==> src/cnc_pkg.sv <==
// Constants, types and lookup tables for the node configuration and indicator block.
// Assumes a single 250 MHz system clock; switch pins are asynchronous to it.
// Notes on behaviour
// - Switch addresses 0 to 89 are node addresses; 90 to 99 are kept for special functions.
// - A switch address becomes a node number by adding one.
// - Address 97 restores legacy behaviour, 98 selects protocol v3 and 99 selects v4.
// - Bit-rate switch 0 to 7 gives 20, 50, 100, 125, 250, 500, 800, 1000 kbit/s; 8 is reserved.
// - Bit-rate switch 9 makes node number and bit rate come from the software settings.
// - Run indicator blinks in pre-operational, single-flashes stopped, triple-flashes in download, is on when operational.
// - During auto bit-rate detection or layer setting both indicators flicker in opposition.
// - Error indicator double-flashes on a guard or heartbeat event and triple-flashes on a sync timeout.
// - Error indicator quadruple-flashes on a PDO event-timer timeout and is on while bus-off.
// - The node-number setting is an 8-bit read-write object, default 1Fh, giving node 32.
// - Software settings allow node numbers 1 to 127.
// - The bit-rate setting is one read-write byte, codes 00h to 07h in switch order, default 00h.
// - After power-up the node sends a boot-up message with identifier 700h plus node number.
package cnc_pkg;

	localparam int          CLK_FREQ_HZ      = 250_000_000;
	localparam int          TICK_TIME_MS     = 50;
	localparam int          TICK_CYCLES      = TICK_TIME_MS * (CLK_FREQ_HZ / 1000);
	localparam int          FLASH_ON_MS      = 200;
	localparam int          FLASH_GAP_MS     = 200;
	localparam int          FLASH_TAIL_MS    = 1000;
	localparam int          FLASH_ON_TICKS   = FLASH_ON_MS / TICK_TIME_MS;
	localparam int          FLASH_SLOT_TICKS = (FLASH_ON_MS + FLASH_GAP_MS) / TICK_TIME_MS;
	localparam int          FLASH_TAIL_TICKS = FLASH_TAIL_MS / TICK_TIME_MS;
	localparam int          STEADY_TICKS     = 1;
	localparam int          FLICKER_TICKS    = 2;
	localparam int          TICK_W           = 24;
	localparam int          POS_W            = 6;

	localparam logic [15:0] OD_IDX_NODE_ID   = 16'h3000;
	localparam logic [15:0] OD_IDX_BITRATE   = 16'h3001;
	localparam logic [7:0]  OD_SUBIDX_VALUE  = 8'h00;
	localparam logic [7:0]  NODE_ID_RESET    = 8'h1f;
	localparam logic [7:0]  BITRATE_RESET    = 8'h00;
	localparam logic [7:0]  NODE_SETTING_MAX = 8'h7e;
	localparam logic [7:0]  BR_CODE_MAX      = 8'h07;

	localparam logic [3:0]  BCD_DIGIT_MAX    = 4'h9;
	localparam logic [6:0]  BCD_TENS_WEIGHT  = 7'h0a;
	localparam logic [6:0]  ADDR_MAX_VALID   = 7'h59;
	localparam logic [6:0]  ADDR_LEGACY      = 7'h61;
	localparam logic [6:0]  ADDR_PROTO_V3    = 7'h62;
	localparam logic [6:0]  ADDR_PROTO_V4    = 7'h63;
	localparam logic [7:0]  NODE_ID_OFFSET   = 8'h01;
	localparam logic [3:0]  BR_SW_RESERVED   = 4'h8;
	localparam logic [3:0]  BR_SW_SOFTWARE   = 4'h9;
	localparam logic [10:0] BOOTUP_COB_BASE  = 11'h700;
	localparam logic [1:0]  SETTLE_CYCLES    = 2'h3;

	localparam logic [10:0] BITRATE_KBPS [8] = '{11'h014, 11'h032, 11'h064, 11'h07d,
	                                             11'h0fa, 11'h1f4, 11'h320, 11'h3e8};

	typedef enum logic [1:0] {
		CNC_NMT_INIT    = 2'b00,
		CNC_NMT_PREOP   = 2'b01,
		CNC_NMT_OPER    = 2'b10,
		CNC_NMT_STOPPED = 2'b11
	} cnc_nmt_t;

	typedef enum logic [1:0] {
		CNC_PROTO_DEFAULT = 2'b00,
		CNC_PROTO_LEGACY  = 2'b01,
		CNC_PROTO_V3      = 2'b10,
		CNC_PROTO_V4      = 2'b11
	} cnc_proto_t;

	typedef enum logic [2:0] {
		CNC_PAT_OFF     = 3'b000,
		CNC_PAT_ON      = 3'b001,
		CNC_PAT_FLICKER = 3'b010,
		CNC_PAT_BLINK   = 3'b011,
		CNC_PAT_FLASH1  = 3'b100,
		CNC_PAT_FLASH2  = 3'b101,
		CNC_PAT_FLASH3  = 3'b110,
		CNC_PAT_FLASH4  = 3'b111
	} cnc_pat_t;

	typedef struct packed {
		cnc_nmt_t nmt_state;
		logic     autobaud_lss;
		logic     fw_download;
		logic     warn_limit;
		logic     guard_event;
		logic     sync_timeout;
		logic     pdo_timeout;
		logic     bus_off;
	} cnc_net_status_t;

	typedef struct packed {
		logic        valid;
		logic        write;
		logic [15:0] index;
		logic [7:0]  subindex;
		logic [7:0]  wdata;
	} cnc_od_req_t;

	typedef struct packed {
		logic       ack;
		logic       err;
		logic [7:0] rdata;
	} cnc_od_rsp_t;

endpackage

==> src/cnc_node_cfg.sv <==
// Node configuration from rotary switches or object entries, boot-up request and indicators.
// Switch pins are asynchronous; status and object access come from logic on CLK_SYS.
// One indicator tick lasts TICK_CYCLES clocks; simulation may shorten it.
`timescale 1ns/1ps

module cnc_node_cfg #(
	parameter int TICK_CYCLES = cnc_pkg::TICK_CYCLES
) (
	input  wire logic                     CLK_SYS,
	input  wire logic                     SYS_RST,
	input  wire logic [3:0]               UNITS_ADDRESS_SWITCH,
	input  wire logic [3:0]               TENS_ADDRESS_SWITCH,
	input  wire logic [3:0]               BITRATE_SELECTOR_SWITCH,
	input  wire cnc_pkg::cnc_net_status_t NET_STATUS,
	input  wire cnc_pkg::cnc_od_req_t     OD_REQ,
	output cnc_pkg::cnc_od_rsp_t          OD_RSP,
	output logic [6:0]                    NODE_ID,
	output logic [2:0]                    BITRATE_CODE,
	output logic [10:0]                   BITRATE_KBPS,
	output cnc_pkg::cnc_proto_t           PROTO_MODE,
	output logic                          CONFIG_ERROR,
	output logic                          SOFTWARE_CONFIG,
	output logic                          BOOTUP_REQ,
	output logic [10:0]                   BOOTUP_COB_ID,
	output logic                          RUN_INDICATOR,
	output logic                          ERROR_INDICATOR
);

	typedef struct packed {
		// Two-stage synchronisers for the switch pins
		logic [3:0]                  units_s1;
		logic [3:0]                  units_s2;
		logic [3:0]                  tens_s1;
		logic [3:0]                  tens_s2;
		logic [3:0]                  br_s1;
		logic [3:0]                  br_s2;
		// Object entries, loaded with their defaults at reset
		logic [7:0]                  node_setting;
		logic [7:0]                  bitrate_setting;
		// Indicator timebase and pattern engines
		logic [cnc_pkg::TICK_W-1:0]  tick_cnt;
		cnc_pkg::cnc_pat_t           run_pat;
		cnc_pkg::cnc_pat_t           err_pat;
		logic [cnc_pkg::POS_W-1:0]   run_pos;
		logic [cnc_pkg::POS_W-1:0]   err_pos;
		// Boot-up sequencing
		logic [1:0]                  settle;
		logic                        booted;
		// Registered outputs
		cnc_pkg::cnc_od_rsp_t        od_rsp;
		logic [6:0]                  node_id;
		logic [2:0]                  bitrate_code;
		logic [10:0]                 bitrate_kbps;
		cnc_pkg::cnc_proto_t         proto;
		logic                        cfg_err;
		logic                        sw_cfg;
		logic                        bootup_req;
		logic [10:0]                 bootup_cob;
		logic                        run_led;
		logic                        error_indicator;
	} cnc_state_t;

	// Tick length in clocks and pattern geometry in ticks, cut to the widths of their counters
	localparam logic [cnc_pkg::TICK_W-1:0] TICK_LAST = cnc_pkg::TICK_W'(TICK_CYCLES - 1);
	localparam logic [cnc_pkg::POS_W-1:0]  ON_TICKS  = cnc_pkg::POS_W'(cnc_pkg::FLASH_ON_TICKS);
	localparam logic [cnc_pkg::POS_W-1:0]  SLOT      = cnc_pkg::POS_W'(cnc_pkg::FLASH_SLOT_TICKS);
	localparam logic [cnc_pkg::POS_W-1:0]  TAIL      = cnc_pkg::POS_W'(cnc_pkg::FLASH_TAIL_TICKS);
	localparam logic [cnc_pkg::POS_W-1:0]  GAP       = SLOT - ON_TICKS;
	localparam logic [cnc_pkg::POS_W-1:0]  STEADY    = cnc_pkg::POS_W'(cnc_pkg::STEADY_TICKS);
	localparam logic [cnc_pkg::POS_W-1:0]  FLICKER   = cnc_pkg::POS_W'(cnc_pkg::FLICKER_TICKS);
	localparam logic [cnc_pkg::POS_W-1:0]  ONE_STEP  = cnc_pkg::POS_W'(1);

	cnc_state_t       st;
	cnc_state_t       next_st;

	// Decode intermediates, all written by the one combinational process
	logic [6:0]       sw_addr;
	logic             bcd_bad;
	logic             sw_mode;
	logic             use_sw;
	logic [7:0]       node8;
	logic [2:0]       br_code;
	logic             cfg_err;
	logic             tick;
	cnc_pkg::cnc_pat_t run_pat;
	cnc_pkg::cnc_pat_t err_pat;
	logic             idx_node;
	logic             idx_br;
	logic             od_hit;

	// Flash codes hold the flash count minus one in their two low bits
	function automatic logic [2:0] flash_count(input cnc_pkg::cnc_pat_t pat);
		logic [2:0] n;
		n = {1'b0, pat[1:0]} + 3'h1;
		return n;
	endfunction

	// Flash trains: n on-phases separated by gaps, then a long dark tail
	function automatic logic [cnc_pkg::POS_W-1:0] pat_period(input cnc_pkg::cnc_pat_t pat);
		logic [cnc_pkg::POS_W-1:0] p;
		p = SLOT;
		unique case (pat)
			cnc_pkg::CNC_PAT_OFF,
			cnc_pkg::CNC_PAT_ON:      p = STEADY;
			cnc_pkg::CNC_PAT_FLICKER: p = FLICKER;
			cnc_pkg::CNC_PAT_BLINK:   p = SLOT;
			cnc_pkg::CNC_PAT_FLASH1,
			cnc_pkg::CNC_PAT_FLASH2,
			cnc_pkg::CNC_PAT_FLASH3,
			cnc_pkg::CNC_PAT_FLASH4: begin
				// n slots, with the last gap stretched into the dark tail
				p = cnc_pkg::POS_W'(flash_count(pat)) * SLOT - GAP + TAIL;
			end
		endcase
		return p;
	endfunction

	// inv moves the error flicker into the even ticks, opposite the run flicker
	function automatic logic pat_level(input cnc_pkg::cnc_pat_t pat,
	                                   input logic [cnc_pkg::POS_W-1:0] pos,
	                                   input logic inv);
		logic lvl;
		lvl = 1'b0;
		unique case (pat)
			cnc_pkg::CNC_PAT_OFF:     lvl = 1'b0;
			cnc_pkg::CNC_PAT_ON:      lvl = 1'b1;
			cnc_pkg::CNC_PAT_FLICKER: lvl = pos[0] ^ inv;
			cnc_pkg::CNC_PAT_BLINK:   lvl = (pos < ON_TICKS);
			cnc_pkg::CNC_PAT_FLASH1,
			cnc_pkg::CNC_PAT_FLASH2,
			cnc_pkg::CNC_PAT_FLASH3,
			cnc_pkg::CNC_PAT_FLASH4: begin
				lvl = (pos < cnc_pkg::POS_W'(flash_count(pat)) * SLOT) && ((pos % SLOT) < ON_TICKS);
			end
		endcase
		return lvl;
	endfunction

	// A new pattern restarts at its first phase so that both flickers stay in opposition
	function automatic logic [cnc_pkg::POS_W-1:0] pos_step(input cnc_pkg::cnc_pat_t pat_new,
	                                                      input cnc_pkg::cnc_pat_t pat_old,
	                                                      input logic [cnc_pkg::POS_W-1:0] pos,
	                                                      input logic t);
		logic [cnc_pkg::POS_W-1:0] n;
		n = pos;
		if (pat_new != pat_old) begin
			n = '0;
		end else if (t) begin
			n = (pos >= pat_period(pat_old) - ONE_STEP) ? '0 : pos + ONE_STEP;
		end
		return n;
	endfunction

	always_comb begin
		next_st = st;
		// Only the second stage of each synchroniser feeds any logic
		next_st.units_s1 = UNITS_ADDRESS_SWITCH;
		next_st.units_s2 = st.units_s1;
		next_st.tens_s1  = TENS_ADDRESS_SWITCH;
		next_st.tens_s2  = st.tens_s1;
		next_st.br_s1    = BITRATE_SELECTOR_SWITCH;
		next_st.br_s2    = st.br_s1;

		// Switch decode
		// Addresses above 89 and broken digits fall back to the software node setting
		sw_addr = 7'(st.tens_s2) * cnc_pkg::BCD_TENS_WEIGHT + 7'(st.units_s2);
		bcd_bad = (st.units_s2 > cnc_pkg::BCD_DIGIT_MAX) || (st.tens_s2 > cnc_pkg::BCD_DIGIT_MAX)
		          || (st.br_s2 > cnc_pkg::BCD_DIGIT_MAX);
		sw_mode = (st.br_s2 == cnc_pkg::BR_SW_SOFTWARE);
		use_sw  = sw_mode || bcd_bad || (sw_addr > cnc_pkg::ADDR_MAX_VALID);
		node8   = use_sw ? st.node_setting + cnc_pkg::NODE_ID_OFFSET
		                 : {1'b0, sw_addr} + cnc_pkg::NODE_ID_OFFSET;
		br_code = sw_mode ? st.bitrate_setting[2:0] : st.br_s2[2:0];
		// Out-of-range settings are still used, but flagged so a bad write stays visible
		cfg_err = bcd_bad
		          || (!sw_mode && st.br_s2 == cnc_pkg::BR_SW_RESERVED)
		          || (!sw_mode && sw_addr > cnc_pkg::ADDR_MAX_VALID
		              && sw_addr < cnc_pkg::ADDR_LEGACY)
		          || (use_sw && st.node_setting > cnc_pkg::NODE_SETTING_MAX)
		          || (sw_mode && st.bitrate_setting > cnc_pkg::BR_CODE_MAX);

		// Special codes count only from a clean reading with the switches in charge
		next_st.proto = cnc_pkg::CNC_PROTO_DEFAULT;
		if (!sw_mode && !bcd_bad) begin
			if (sw_addr == cnc_pkg::ADDR_LEGACY) begin
				next_st.proto = cnc_pkg::CNC_PROTO_LEGACY;
			end else if (sw_addr == cnc_pkg::ADDR_PROTO_V3) begin
				next_st.proto = cnc_pkg::CNC_PROTO_V3;
			end else if (sw_addr == cnc_pkg::ADDR_PROTO_V4) begin
				next_st.proto = cnc_pkg::CNC_PROTO_V4;
			end
		end
		// A software setting above 126 is flagged and its low seven bits are used
		next_st.node_id      = node8[6:0];
		next_st.bitrate_code = br_code;
		next_st.bitrate_kbps = cnc_pkg::BITRATE_KBPS[br_code];
		next_st.cfg_err      = cfg_err;
		next_st.sw_cfg       = use_sw;

		// Object access; a write lands even if the same entry is read in this cycle
		// Unknown entries are answered with an error so the master never waits
		idx_node = (OD_REQ.index == cnc_pkg::OD_IDX_NODE_ID);
		idx_br   = (OD_REQ.index == cnc_pkg::OD_IDX_BITRATE);
		od_hit   = (idx_node || idx_br) && (OD_REQ.subindex == cnc_pkg::OD_SUBIDX_VALUE);
		// ack and err follow valid one clock later and stand for as long as valid is held
		next_st.od_rsp.ack   = OD_REQ.valid;
		next_st.od_rsp.err   = OD_REQ.valid && !od_hit;
		next_st.od_rsp.rdata = '0;
		if (OD_REQ.valid && od_hit) begin
			next_st.od_rsp.rdata = idx_node ? st.node_setting : st.bitrate_setting;
			if (OD_REQ.write && idx_node) begin
				next_st.node_setting = OD_REQ.wdata;
			end
			if (OD_REQ.write && idx_br) begin
				next_st.bitrate_setting = OD_REQ.wdata;
			end
		end

		// Boot-up once the synchronised switches have settled
		// The wait lets the first node number come from synchronised, decoded pins
		next_st.bootup_req = 1'b0;
		if (st.settle != cnc_pkg::SETTLE_CYCLES) begin
			next_st.settle = st.settle + 2'h1;
		end else if (!st.booted) begin
			next_st.booted     = 1'b1;
			next_st.bootup_req = 1'b1;
			next_st.bootup_cob = cnc_pkg::BOOTUP_COB_BASE + 11'(st.node_id);
		end

		// Indicator timebase
		// One shared tick keeps the two indicators in step
		tick = (st.tick_cnt >= TICK_LAST);
		next_st.tick_cnt = tick ? '0 : st.tick_cnt + cnc_pkg::TICK_W'(1);

		// Run indicator: the layer and bit-rate services override the network state
		run_pat = cnc_pkg::CNC_PAT_OFF;
		if (NET_STATUS.autobaud_lss) begin
			run_pat = cnc_pkg::CNC_PAT_FLICKER;
		end else if (NET_STATUS.fw_download) begin
			run_pat = cnc_pkg::CNC_PAT_FLASH3;
		end else begin
			unique case (NET_STATUS.nmt_state)
				cnc_pkg::CNC_NMT_INIT:    run_pat = cnc_pkg::CNC_PAT_OFF;
				cnc_pkg::CNC_NMT_PREOP:   run_pat = cnc_pkg::CNC_PAT_BLINK;
				cnc_pkg::CNC_NMT_OPER:    run_pat = cnc_pkg::CNC_PAT_ON;
				cnc_pkg::CNC_NMT_STOPPED: run_pat = cnc_pkg::CNC_PAT_FLASH1;
			endcase
		end

		// Error indicator: flicker first, then bus-off down to the configuration error
		// Most severe condition wins
		if (NET_STATUS.autobaud_lss) begin
			err_pat = cnc_pkg::CNC_PAT_FLICKER;
		end else if (NET_STATUS.bus_off) begin
			err_pat = cnc_pkg::CNC_PAT_ON;
		end else if (NET_STATUS.pdo_timeout) begin
			err_pat = cnc_pkg::CNC_PAT_FLASH4;
		end else if (NET_STATUS.sync_timeout) begin
			err_pat = cnc_pkg::CNC_PAT_FLASH3;
		end else if (NET_STATUS.guard_event) begin
			err_pat = cnc_pkg::CNC_PAT_FLASH2;
		end else if (NET_STATUS.warn_limit) begin
			err_pat = cnc_pkg::CNC_PAT_FLASH1;
		end else if (st.cfg_err) begin
			err_pat = cnc_pkg::CNC_PAT_BLINK;
		end else begin
			err_pat = cnc_pkg::CNC_PAT_OFF;
		end

		next_st.run_pat = run_pat;
		next_st.err_pat = err_pat;
		// LED levels come from the registered pattern and position, two clocks behind
		next_st.run_pos = pos_step(run_pat, st.run_pat, st.run_pos, tick);
		next_st.err_pos = pos_step(err_pat, st.err_pat, st.err_pos, tick);
		next_st.run_led = pat_level(st.run_pat, st.run_pos, 1'b0);
		next_st.error_indicator = pat_level(st.err_pat, st.err_pos, 1'b1);
	end

	// Reset reloads the object defaults, as a retained setting would after boot
	always_ff @(posedge CLK_SYS or posedge SYS_RST) begin
		if (SYS_RST) begin
			st                 <= '0;
			st.node_setting    <= cnc_pkg::NODE_ID_RESET;
			st.bitrate_setting <= cnc_pkg::BITRATE_RESET;
		end else begin
			st <= next_st;
		end
	end

	// Every output is a state register, so no decode glitch reaches a pin
	assign OD_RSP          = st.od_rsp;
	assign NODE_ID         = st.node_id;
	assign BITRATE_CODE    = st.bitrate_code;
	assign BITRATE_KBPS    = st.bitrate_kbps;
	assign PROTO_MODE      = st.proto;
	assign CONFIG_ERROR    = st.cfg_err;
	assign SOFTWARE_CONFIG = st.sw_cfg;
	assign BOOTUP_REQ      = st.bootup_req;
	assign BOOTUP_COB_ID   = st.bootup_cob;
	assign RUN_INDICATOR   = st.run_led;
	assign ERROR_INDICATOR = st.error_indicator;

endmodule

==> config.mk <==
export PLATFORM = sky130hd
export DESIGN_NAME = cnc_node_cfg
export DESIGN_NICKNAME = d
export VERILOG_FILES = /design/src/cnc_pkg.sv /design/src/cnc_node_cfg.sv
export SDC_FILE = /design/constraint.sdc
export NUM_CORES = 1
export LEC_CHECK = 0
export BUFFER_PORTS_ARGS = -buffer_cell sky130_fd_sc_hd__buf_2
export CORE_ASPECT_RATIO = 0.5
export CORE_MARGIN = 8
export CORE_UTILIZATION = 25
export CTS_BUF_LIST = sky130_fd_sc_hd__clkbuf_16
export DETAILED_ROUTE_END_ITERATION = 8
export PLACE_DENSITY = 0.52
export SYNTH_ARGS = -nofsm -noshare
export SYNTH_HDL_FRONTEND = slang
export SYNTH_SLANG_ARGS = --single-unit
==> constraint.sdc <==
create_clock -name CLK_SYS -period 9.8 [get_ports CLK_SYS]
set_input_delay 1.47 -clock CLK_SYS [delete_from_list [all_inputs] [get_ports CLK_SYS]]
set_output_delay 1.47 -clock CLK_SYS [all_outputs]
set_load 0.05 [all_outputs]
==> flow_metrics.py, run 1 <==
metrics = {
    "setup_path": {
        "cp_data_arrival_time_ns": 4.62,
        "reg_to_reg_slack_setup_ns": 5.47,
        "cp-start-kind": "flop",
        "crit_required_ns": 10.10,
        "timing.rr.start": "st[119]",
        "timing.rr.end": "NODE_ID[6]",
        "critPathCaptureType": "flop",
        "path_class": "reg2reg",
        "path_max_fanout": 12,
        "worst-r2r-cell-count": 15,
    },
    "route": {
        "detail_route.wirelength_um": 14500,
        "routed-via-count": 4652,
        "first_iter_violations": 216,
        "post_drt_via_cell_ratio": 4.36,
        "count_of_antenna_violating_nets_left_after_detailed_routing": 0,
        "routedWlPerCell_um": 13.6,
        "drc": 0,
        "drtPass1Iterations": 6,
    },
    "yosys": {
        "cell_type_contributing_the_most_total_cell_area_after_synthesis": "sky130_fd_sc_hd__dfrtp_1",
        "post_synthesis_cell_count": 632,
        "synthTopCellsByCount": "125 x sky130_fd_sc_hd__dfrtp_1, 55 x sky130_fd_sc_hd__nor2_1, 44 x sky130_fd_sc_hd__buf_4",
        "post-synth-top-area-fraction": 0.463,
        "post_synth.cell_area_avg_um2": 10.7,
        "synth.most_common_cell": "sky130_fd_sc_hd__dfrtp_1",
        "yosys_warnings": 0,
        "postSynth.asyncResetShare": 1.00,
        "synth_enable_flop_cells": 0,
        "synthDistinctLibCells": 63,
        "ys_top_cells_by_area": "sky130_fd_sc_hd__dfrtp_1 46%, sky130_fd_sc_hd__ha_1 8.0%, sky130_fd_sc_hd__buf_4 4.9%",
        "synth-main-ff-cell": "sky130_fd_sc_hd__dfrtp_1",
        "yosys_register_bits": 130,
        "seq_total_area_yosys": 0.482,
        "synthesis.area_mm2": 0.00676,
    },
    "placed_design": {
        "pre_cts_ws_ns": 5.45,
        "number_of_cells_after_detailed_placement": 1036,
        "port_buffers": 103,
        "gpl.final_weighted_congestion": 0.775,
        "detailed_place_hpwl_um": 10900,
        "post_dp_cell_area_mm2": 0.00736,
    },
    "timing": {
        "period_share": 0.441,
        "fmaxAchievable_mhz": 231,
        "timing.final.max_slew_violations": 0,
        "clock_skew_ns": 0.0110,
        "slew_headroom": 0.320,
        "grt_setup_unrepaired": "false",
        "min_period_ns": 4.33,
        "max_slew.worst_pin.slew_ns": 1.02,
        "finalSetupTns_ns": 0,
        "final-hold-violation-count": 0,
        "setup_slack_ns": 5.47,
        "setup_violations": 0,
        "whs_ns": 0.343,
    },
    "pwr": {
        "vdd.ir_drop.worst_mv": 0.118,
        "fin_total_pwr_mw": 1.39,
        "leak_pwr_nw": 3.73,
        "power_density_mw_per_mm2": 175,
    },
    "floorplanning": {
        "floorplan.core_area_mm2": 0.0265,
        "die_w_um": 249,
        "pin_count": 106,
        "die-area_mm2": 0.0329,
        "floorplan.initialDensity": 0.255,
        "fp.dieH_um": 132,
        "fp-row-count": 42,
    },
    "global_routing": {
        "grt_util_all_layers": 0.0901,
        "maximum_number_of_pins_on_one_net_before_global_route_repair": 84,
        "grt_pass1_vias": 4876,
        "globalRoute.totalOverflow": 0,
        "wire_length_of_the_first_global_routing_pass_um": 24600,
        "grt_antenna_before_repair": 1,
    },
    "min_path": {
        "holdCritPathClass": "reg2reg",
        "min_to": "st[128]",
        "launch_point_of_the_worst_hold_path": "next_st[128]",
        "holdPathStages": 0,
    },
    "cells_and_area": {
        "design_area_mm2": 0.00796,
        "count_of_inserted_antenna_diode_cells": 0,
        "layout-drive-gt1-share": 0.254,
        "area_delta_synth_final_pct": 17.8,
        "final_cells": 1068,
        "utilization": 0.301,
        "num-nets-final": 805,
    },
    "clocking": {
        "clk_pin_slew_ns": 0.07,
        "clock_path_buffers": 2,
        "cts_hold_buf": 0,
        "tritoncts": "built",
        "cts_max_level": 4,
        "clock_sink_count": 130,
        "post-cts-setup-buffer-count": 0,
        "tritoncts_buffer_count": 17,
        "post_cts_resize_count": 0,
        "clock_tree.root_cell": "sky130_fd_sc_hd__clkbuf_16",
        "clk-insertion-delay-late_ns": 0.42,
    },
    "run": {
        "timing.max_cap.violations": 0,
    },
    "run_status": {
        "outcome": "finished clean",
    },
}
[worst max path at each step]
stage | to | from | cells past startpoint
global route | NODE_ID[6] | st[119] | 15
finish | NODE_ID[6] | st[119] | 15
CTS | NODE_ID[6] | st[119] | 15
floorplan | BITRATE_CODE[0] | SYS_RST | 1
global placement | st[107] | OD_REQ[17] | 6
detailed placement | st[107] | OD_REQ[17] | 6
[sequential cells by signal, indices dropped and copies added, names as in the netlist]
register	count
RUN_INDICATOR	1
BOOTUP_REQ	1
BITRATE_KBPS	10
BOOTUP_COB_ID	8
NODE_ID	7
CONFIG_ERROR	1
PROTO_MODE	2
BITRATE_CODE	3
ERROR_INDICATOR	1
st	73
SOFTWARE_CONFIG	1
next_st	12
OD_RSP	10
[where the power goes]
group	total, mW	switching, mW	internal [mW]
clock network	0.644	0.262	0.382
registers	0.567	0.0118	0.555
logic	0.179	0.121	0.0573
total	1.39	0.395	0.995
[cell usage in the layout, fill, tap and decap left out, types with 3 or more instances in the layout]
cell type / count
sky130_fd_sc_hd__dfrtp_1: 125
sky130_fd_sc_hd__buf_2: 103
sky130_fd_sc_hd__nor2_1: 55
sky130_fd_sc_hd__ha_1: 43
sky130_fd_sc_hd__nand2_1: 36
sky130_fd_sc_hd__inv_1: 29
sky130_fd_sc_hd__mux2_2: 27
sky130_fd_sc_hd__a21oi_1: 27
sky130_fd_sc_hd__nand3_1: 26
sky130_fd_sc_hd__xnor2_1: 25
sky130_fd_sc_hd__o21ai_0: 18
sky130_fd_sc_hd__xor2_1: 17
sky130_fd_sc_hd__clkbuf_16: 17
sky130_fd_sc_hd__mux2i_1: 11
sky130_fd_sc_hd__and2_1: 10
sky130_fd_sc_hd__nor4_1: 9
sky130_fd_sc_hd__nor3_1: 9
sky130_fd_sc_hd__nor2b_1: 8
sky130_fd_sc_hd__and3_1: 8
sky130_fd_sc_hd__o31ai_1: 6
sky130_fd_sc_hd__nand2b_1: 6
sky130_fd_sc_hd__inv_6: 6
sky130_fd_sc_hd__or2_2: 5
sky130_fd_sc_hd__nand4_1: 5
sky130_fd_sc_hd__dfstp_2: 5
sky130_fd_sc_hd__a21o_1: 4
sky130_fd_sc_hd__o21bai_1: 4
sky130_fd_sc_hd__a31oi_1: 4
sky130_fd_sc_hd__a22o_1: 4
sky130_fd_sc_hd__a211oi_1: 3
sky130_fd_sc_hd__o21a_1: 3
sky130_fd_sc_hd__nand4b_1: 3
[area by class of cell]
class                           instances  area, um2
Multi-Input combinational cell        419       3020
Timing Repair Buffer                  105        531
Fill cell                            2738      18500
Clock inverter                         15        169
Tap cell                              352        440
Clock buffer                           17        425
Inverter                               30        115
Sequential cell                       130       3260
[worst max-delay path: stages (launching register included)]
cell                      delay, ns
sky130_fd_sc_hd__dfrtp_1       0.41
sky130_fd_sc_hd__ha_1          0.30
sky130_fd_sc_hd__ha_1          0.14
sky130_fd_sc_hd__inv_1         0.04
sky130_fd_sc_hd__fa_1          0.37
sky130_fd_sc_hd__xnor2_1       0.51
sky130_fd_sc_hd__nor3_1        0.10
sky130_fd_sc_hd__a32o_1        0.29
sky130_fd_sc_hd__or4_4         0.50
sky130_fd_sc_hd__mux2_2        0.28
sky130_fd_sc_hd__ha_1          0.22
sky130_fd_sc_hd__nor3b_1       0.41
sky130_fd_sc_hd__a21oi_1       0.13
sky130_fd_sc_hd__o31ai_1       0.25
sky130_fd_sc_hd__xnor2_1       0.14
sky130_fd_sc_hd__o21ai_0       0.10
[logic make-up after synthesis]
family          share of synthesized area
fa+ha+maj                          0.0855
simple gates                        0.154
xor+xnor                           0.0544
other cells                      0.000555
mux                                0.0613
compound gates                     0.0894
flops                               0.482
buf+inv                            0.0724
[metal layers]
metal | track usage | share of wire | vias to the layer above
met3 | 0.0246 | 0.027 | 15
met5 | 0 | 0.00090 | -
met1 | 0.0991 | 0.42 | 2271
li1 | - | - | 2308
met2 | 0.165 | 0.54 | 56
met4 | 0.0332 | 0.016 | 2
Note: power is estimated with default switching activity, not from simulation.
==> run 2: changes to the inputs <==
- clock period: 9.8 -> 4.3 ns (I/O delays scaled with it)
==> flow_metrics.py, run 2 (synthesis gave the netlist of run 1 again) <==
metrics = {
    "run_status": {
        "outcome": "finished clean",
    },
    "placed_design": {
        "port_buffers": 103,
        "detailed_place_hpwl_um": 10900,
        "gpl.final_weighted_congestion": 0.751,
        "number_of_cells_after_detailed_placement": 1042,
        "pre_cts_ws_ns": 0.254,
    },
    "setup_path": {
        "critPathCaptureType": "flop",
        "path_max_fanout": 12,
        "path_class": "reg2reg",
        "crit_required_ns": 4.60,
        "reg_to_reg_slack_setup_ns": 0.34,
        "worst-r2r-cell-count": 15,
        "timing.rr.start": "st[119]",
        "timing.rr.end": "NODE_ID[6]",
        "cp_data_arrival_time_ns": 4.25,
        "cp-start-kind": "flop",
    },
    "global_routing": {
        "globalRoute.totalOverflow": 0,
        "grt_antenna_before_repair": 0,
        "wire_length_of_the_first_global_routing_pass_um": 24100,
        "globalRoute.busiestLayer": "met2",
        "grt_pass1_vias": 4766,
        "use_met1": 0.102,
        "maximum_number_of_pins_on_one_net_before_global_route_repair": 72,
        "grtUsageMet2": 0.159,
        "globalRouteMet3Util": 0.0222,
        "grt_util_all_layers": 0.0892,
    },
    "pwr": {
        "power_density_mw_per_mm2": 382,
        "leak_pwr_nw": 3.74,
        "vdd.ir_drop.worst_mv": 0.220,
    },
    "route": {
        "detail_route.wirelength_um": 14400,
        "routedWlPerCell_um": 13.4,
        "drc": 0,
        "first_iter_violations": 175,
        "count_of_antenna_violating_nets_left_after_detailed_routing": 0,
        "routed-via-count": 4583,
        "post_drt_via_cell_ratio": 4.27,
        "drtPass1Iterations": 5,
    },
    "timing": {
        "slew_headroom": 0.411,
        "max_slew.worst_pin.slew_ns": 0.884,
        "min_period_ns": 3.96,
        "setup_violations": 0,
        "final-hold-violation-count": 0,
        "setup_slack_ns": 0.344,
        "fmaxAchievable_mhz": 253,
        "finalSetupTns_ns": 0,
        "whs_ns": 0.328,
        "grt_setup_unrepaired": "false",
        "period_share": 0.920,
        "clock_skew_ns": 0.00986,
        "timing.final.max_slew_violations": 0,
    },
    "min_path": {
        "holdPathStages": 1,
        "launch_point_of_the_worst_hold_path": "TENS_ADDRESS_SWITCH[3]",
        "holdCritPathClass": "in2reg",
        "min_to": "next_st[121]",
    },
    "cells_and_area": {
        "final_cell_mix": "125 x sky130_fd_sc_hd__dfrtp_1, 103 x sky130_fd_sc_hd__buf_2, 55 x sky130_fd_sc_hd__nor2_1",
        "utilization": 0.301,
        "area_delta_synth_final_pct": 17.8,
        "largest_register": "st",
        "num-nets-final": 811,
        "count_of_inserted_antenna_diode_cells": 0,
        "final_cells": 1074,
        "largest_register_ffs": 73,
        "layout-drive-gt1-share": 0.258,
        "layout.cells.most_common": "sky130_fd_sc_hd__dfrtp_1",
    },
    "clocking": {
        "post_cts_resize_count": 0,
        "clk_pin_slew_ns": 0.06,
        "tritoncts": "built",
        "clock_sink_count": 130,
        "clock_path_buffers": 2,
        "cts_hold_buf": 0,
        "clk-insertion-delay-late_ns": 0.42,
        "clock_tree.root_cell": "sky130_fd_sc_hd__clkbuf_16",
        "cts_max_level": 4,
        "tritoncts_buffer_count": 17,
        "post-cts-setup-buffer-count": 0,
    },
    "floorplanning": {
        "floorplan.core_area_mm2": 0.0265,
        "die-area_mm2": 0.0329,
        "fp.dieH_um": 132,
        "fp-row-count": 42,
        "die_w_um": 249,
        "pin_count": 106,
        "floorplan.initialDensity": 0.255,
    },
    "run": {
        "timing.max_cap.violations": 0,
    },
}
[run 2: cell count changes in the layout (fill, tap and decap cells not counted), moves of 2 or more]
cell | before | now
sky130_fd_sc_hd__inv_6 | 6 | 2
sky130_fd_sc_hd__inv_8 | 2 | 0
sky130_fd_sc_hd__buf_4 | 2 | 8
sky130_fd_sc_hd__inv_1 | 29 | 32
sky130_fd_sc_hd__clkinvlp_4 | 1 | 4
[run 2: power breakdown]
part           total [mW]  leakage, nW  switching [mW]  internal (mW)
clock                1.34        0.267           0.551          0.787
combinational       0.412         1.84           0.276          0.136
sequential           1.29         1.64          0.0270           1.27
[run 2: area by class of cell]
class                      count  area (um2)
fill                        2755       18500
sequential                   130        3260
multi-input combinational    419        3030
timing repair buffer         111         576
tap                          352         440
clock buffer                  17         425
clock inverter                15         120
inverter                      30         115
[run 2: per-stage QoR]
stage	total power, mW	area, um2
6_report	3.04	7960
3_5_place_dp	1.73	7410
5_1_grt	3.19	7960
2_1_floorplan	1.64	6760
4_1_cts	3.09	7960
3_3_place_gp	1.73	7410
[run 2: layer usage]
layer / up-vias / wire, um
li1: 2310 / -
met1: 2216 / 6420
met2: 45 / 7600
met3: 12 / 240
met4: 0 / 162
met5: - / 0
[run 2: how the worst max path moves through the flow]
stage	from	end	slack, ns	depth (start not counted)
after CTS	st[119]	NODE_ID[6]	0.24	16
final	st[119]	NODE_ID[6]	0.34	15
after floorplan	SYS_RST	BITRATE_CODE[0]	0.19	1
after detailed placement	st[119]	NODE_ID[6]	0.25	16
after global placement	st[119]	NODE_ID[6]	0.32	16
after global routing	st[119]	NODE_ID[6]	0.08	15
[run 2: worst max-delay path: stages (launching register included)]
cell	delay [ns]
sky130_fd_sc_hd__dfrtp_1	0.42
sky130_fd_sc_hd__ha_1	0.30
sky130_fd_sc_hd__ha_1	0.14
sky130_fd_sc_hd__inv_1	0.05
sky130_fd_sc_hd__fa_1	0.64
sky130_fd_sc_hd__o41ai_1	0.12
sky130_fd_sc_hd__and3_1	0.21
sky130_fd_sc_hd__or4_4	0.60
sky130_fd_sc_hd__mux2_2	0.28
sky130_fd_sc_hd__ha_1	0.23
sky130_fd_sc_hd__nor3b_1	0.28
sky130_fd_sc_hd__buf_4	0.17
sky130_fd_sc_hd__nand4b_1	0.09
sky130_fd_sc_hd__o31ai_1	0.10
sky130_fd_sc_hd__xnor2_1	0.14
sky130_fd_sc_hd__o21ai_0	0.09
==> run 3: changes to the inputs <==
- CORE_UTILIZATION: 25 -> 40
- PLACE_DENSITY: 0.52 -> 0.7
==> flow_metrics.py, run 3 (synthesis gave the netlist of run 1 again) <==
metrics = {
    "run_status": {
        "outcome": "finished clean",
    },
    "timing": {
        "grt_setup_unrepaired": "false",
        "clock_skew_ns": 0.0104,
        "fmaxAchievable_mhz": 250,
        "setup_violations": 0,
        "slew_headroom": 0.391,
        "min_period_ns": 4.00,
        "max_slew.worst_pin.slew_ns": 0.914,
        "period_share": 0.929,
        "finalSetupTns_ns": 0,
        "final-hold-violation-count": 0,
        "timing.final.max_slew_violations": 0,
    },
    "route": {
        "first_iter_violations": 260,
        "routed-via-count": 4674,
        "drc": 0,
        "detail_route.wirelength_um": 13800,
        "count_of_antenna_violating_nets_left_after_detailed_routing": 0,
        "drtPass1Iterations": 4,
        "post_drt_via_cell_ratio": 4.94,
        "routedWlPerCell_um": 14.5,
    },
    "setup_path": {
        "path_cells": "ha_1 > ha_1 > xor2_1 > a2111oi_0 > a32o_1 > or4_4 > mux2_2 > ha_1 > nor3b_2 > a21oi_1 > o31ai_1 > xnor2_1 > o21ai_0",
        "critPathCaptureType": "flop",
        "critical-path-top-cell-by-count": "sky130_fd_sc_hd__ha_1",
        "path_max_fanout": 12,
        "timing.critical_path.buf_inv": 0,
        "path_class": "reg2reg",
        "critical_path.slowest_cell": "sky130_fd_sc_hd__or4_4",
        "crit_path_max_incr_delay_ns": 0.50,
        "critPathTopFamily": "adder cells",
        "cp-start-kind": "flop",
        "crit_required_ns": 4.60,
        "cp_data_arrival_time_ns": 4.29,
    },
    "global_routing": {
        "wire_length_of_the_first_global_routing_pass_um": 23500,
        "maximum_number_of_pins_on_one_net_before_global_route_repair": 74,
        "grt_antenna_before_repair": 1,
        "grt_pass1_vias": 4913,
        "grt_util_all_layers": 0.133,
        "globalRoute.totalOverflow": 0,
    },
    "pwr": {
        "power_density_mw_per_mm2": 400,
        "leak_pwr_nw": 3.74,
        "vdd.ir_drop.worst_mv": 0.244,
    },
    "floorplanning": {
        "fp-row-count": 33,
        "floorplan.initialDensity": 0.411,
        "pin_count": 106,
        "die-area_mm2": 0.0216,
        "die_w_um": 200,
        "floorplan.core_area_mm2": 0.0164,
        "fp.dieH_um": 108,
    },
    "cells_and_area": {
        "largest_register": "st",
        "design_area_mm2": 0.00783,
        "layout-drive-gt1-share": 0.261,
        "largest_register_ffs": 73,
        "num-fill-cells": 1525,
        "regArea_mm2": 0.00326,
        "layout.cells.most_common": "sky130_fd_sc_hd__dfrtp_1",
        "multi_input_comb_area_mm2": 0.00302,
        "num-nets-final": 809,
        "area_delta_synth_final_pct": 15.8,
        "count_of_inserted_antenna_diode_cells": 0,
        "final_cell_mix": "125 x sky130_fd_sc_hd__dfrtp_1, 103 x sky130_fd_sc_hd__buf_2, 55 x sky130_fd_sc_hd__nor2_1",
    },
    "clocking": {
        "clock_sink_count": 130,
        "clock_tree.root_cell": "sky130_fd_sc_hd__clkbuf_16",
        "clk_pin_slew_ns": 0.06,
        "clock_path_buffers": 2,
        "tritoncts": "built",
        "post-cts-setup-buffer-count": 0,
        "cts_hold_buf": 0,
        "clk-insertion-delay-late_ns": 0.42,
        "tritoncts_buffer_count": 17,
        "post_cts_resize_count": 0,
        "cts_max_level": 4,
    },
    "run": {
        "timing.max_cap.violations": 0,
    },
    "placed_design": {
        "detailed_place_hpwl_um": 10300,
        "post_dp_cell_area_mm2": 0.00724,
        "port_buffers": 103,
        "gpl.final_weighted_congestion": 0.795,
    },
    "min_path": {
        "holdCritPathClass": "in2reg",
    },
}
## run 3: changes by cell type in the layout (fill, tap and decap cells not counted), sizes merged
| cell | delta |
|---|---|
| clkinv | -5 |
| inv | +6 |
| buf | -2 |
| clkinvlp | -1 |
## run 3: worst register-to-register path, stage by stage (launching register included)
cell and delay (ns):
sky130_fd_sc_hd__dfrtp_1 0.40, sky130_fd_sc_hd__ha_1 0.31, sky130_fd_sc_hd__ha_1 0.35, sky130_fd_sc_hd__xor2_1 0.48
sky130_fd_sc_hd__a2111oi_0 0.18, sky130_fd_sc_hd__a32o_1 0.26, sky130_fd_sc_hd__or4_4 0.50, sky130_fd_sc_hd__mux2_2 0.28
sky130_fd_sc_hd__ha_1 0.24, sky130_fd_sc_hd__nor3b_2 0.28, sky130_fd_sc_hd__a21oi_1 0.10, sky130_fd_sc_hd__o31ai_1 0.25
sky130_fd_sc_hd__xnor2_1 0.15, sky130_fd_sc_hd__o21ai_0 0.09
## run 3: metrics by stage
stage               cells  setup slack, ns   util  power [mW]  hold slack [ns]
floorplan             633            0.194      -        1.64            0.331
global placement      915            0.302  0.440        1.71            0.336
detailed placement    915            0.181  0.440        1.72            0.338
CTS                   947            0.168  0.476        3.16            0.310
global route          947           0.0178  0.476        3.26            0.311
finish                947            0.304  0.476        3.13            0.328
## run 3: where the power goes
group          switching, mW  total (mW)  internal [mW]  leakage (nW)
clock                  0.606        1.43          0.823         0.280
combinational          0.276       0.409          0.133          1.82
sequential            0.0259        1.29           1.26          1.64
total                  0.908        3.13           2.22          3.74
## run 3: path summary, 6_finish.rpt
kind,start,to,slack (ns),cells after the start
setup / recovery,st[118],NODE_ID[6],0.30,13
hold / removal,UNITS_ADDRESS_SWITCH[1],next_st[127],0.33,1
setup reg to reg,st[118],NODE_ID[6],0.30,13
hold reg to reg,next_st[128],st[128],0.35,0
max in group asynchronous,SYS_RST,st[57],2.94,3
min in group asynchronous,SYS_RST,BOOTUP_COB_ID[6],0.41,2
## run 3: routing by layer
layer / global-route usage / vias up / share of wire
li1: - / 2313 / -
met1: 0.160 / 2266 / 0.46
met2: 0.227 / 73 / 0.49
met3: 0.0324 / 20 / 0.033
met4: 0.0595 / 2 / 0.017
met5: 0 / - / 0.00095
## run 3: area by class of cell
type,count,area share
inverters,30,0.0147
clock inverters,15,0.0203
multi-input cells,419,0.386
repair buffers,109,0.0716
well taps,227,0.0363
clock buffers,17,0.0543
flip-flops and latches,130,0.416
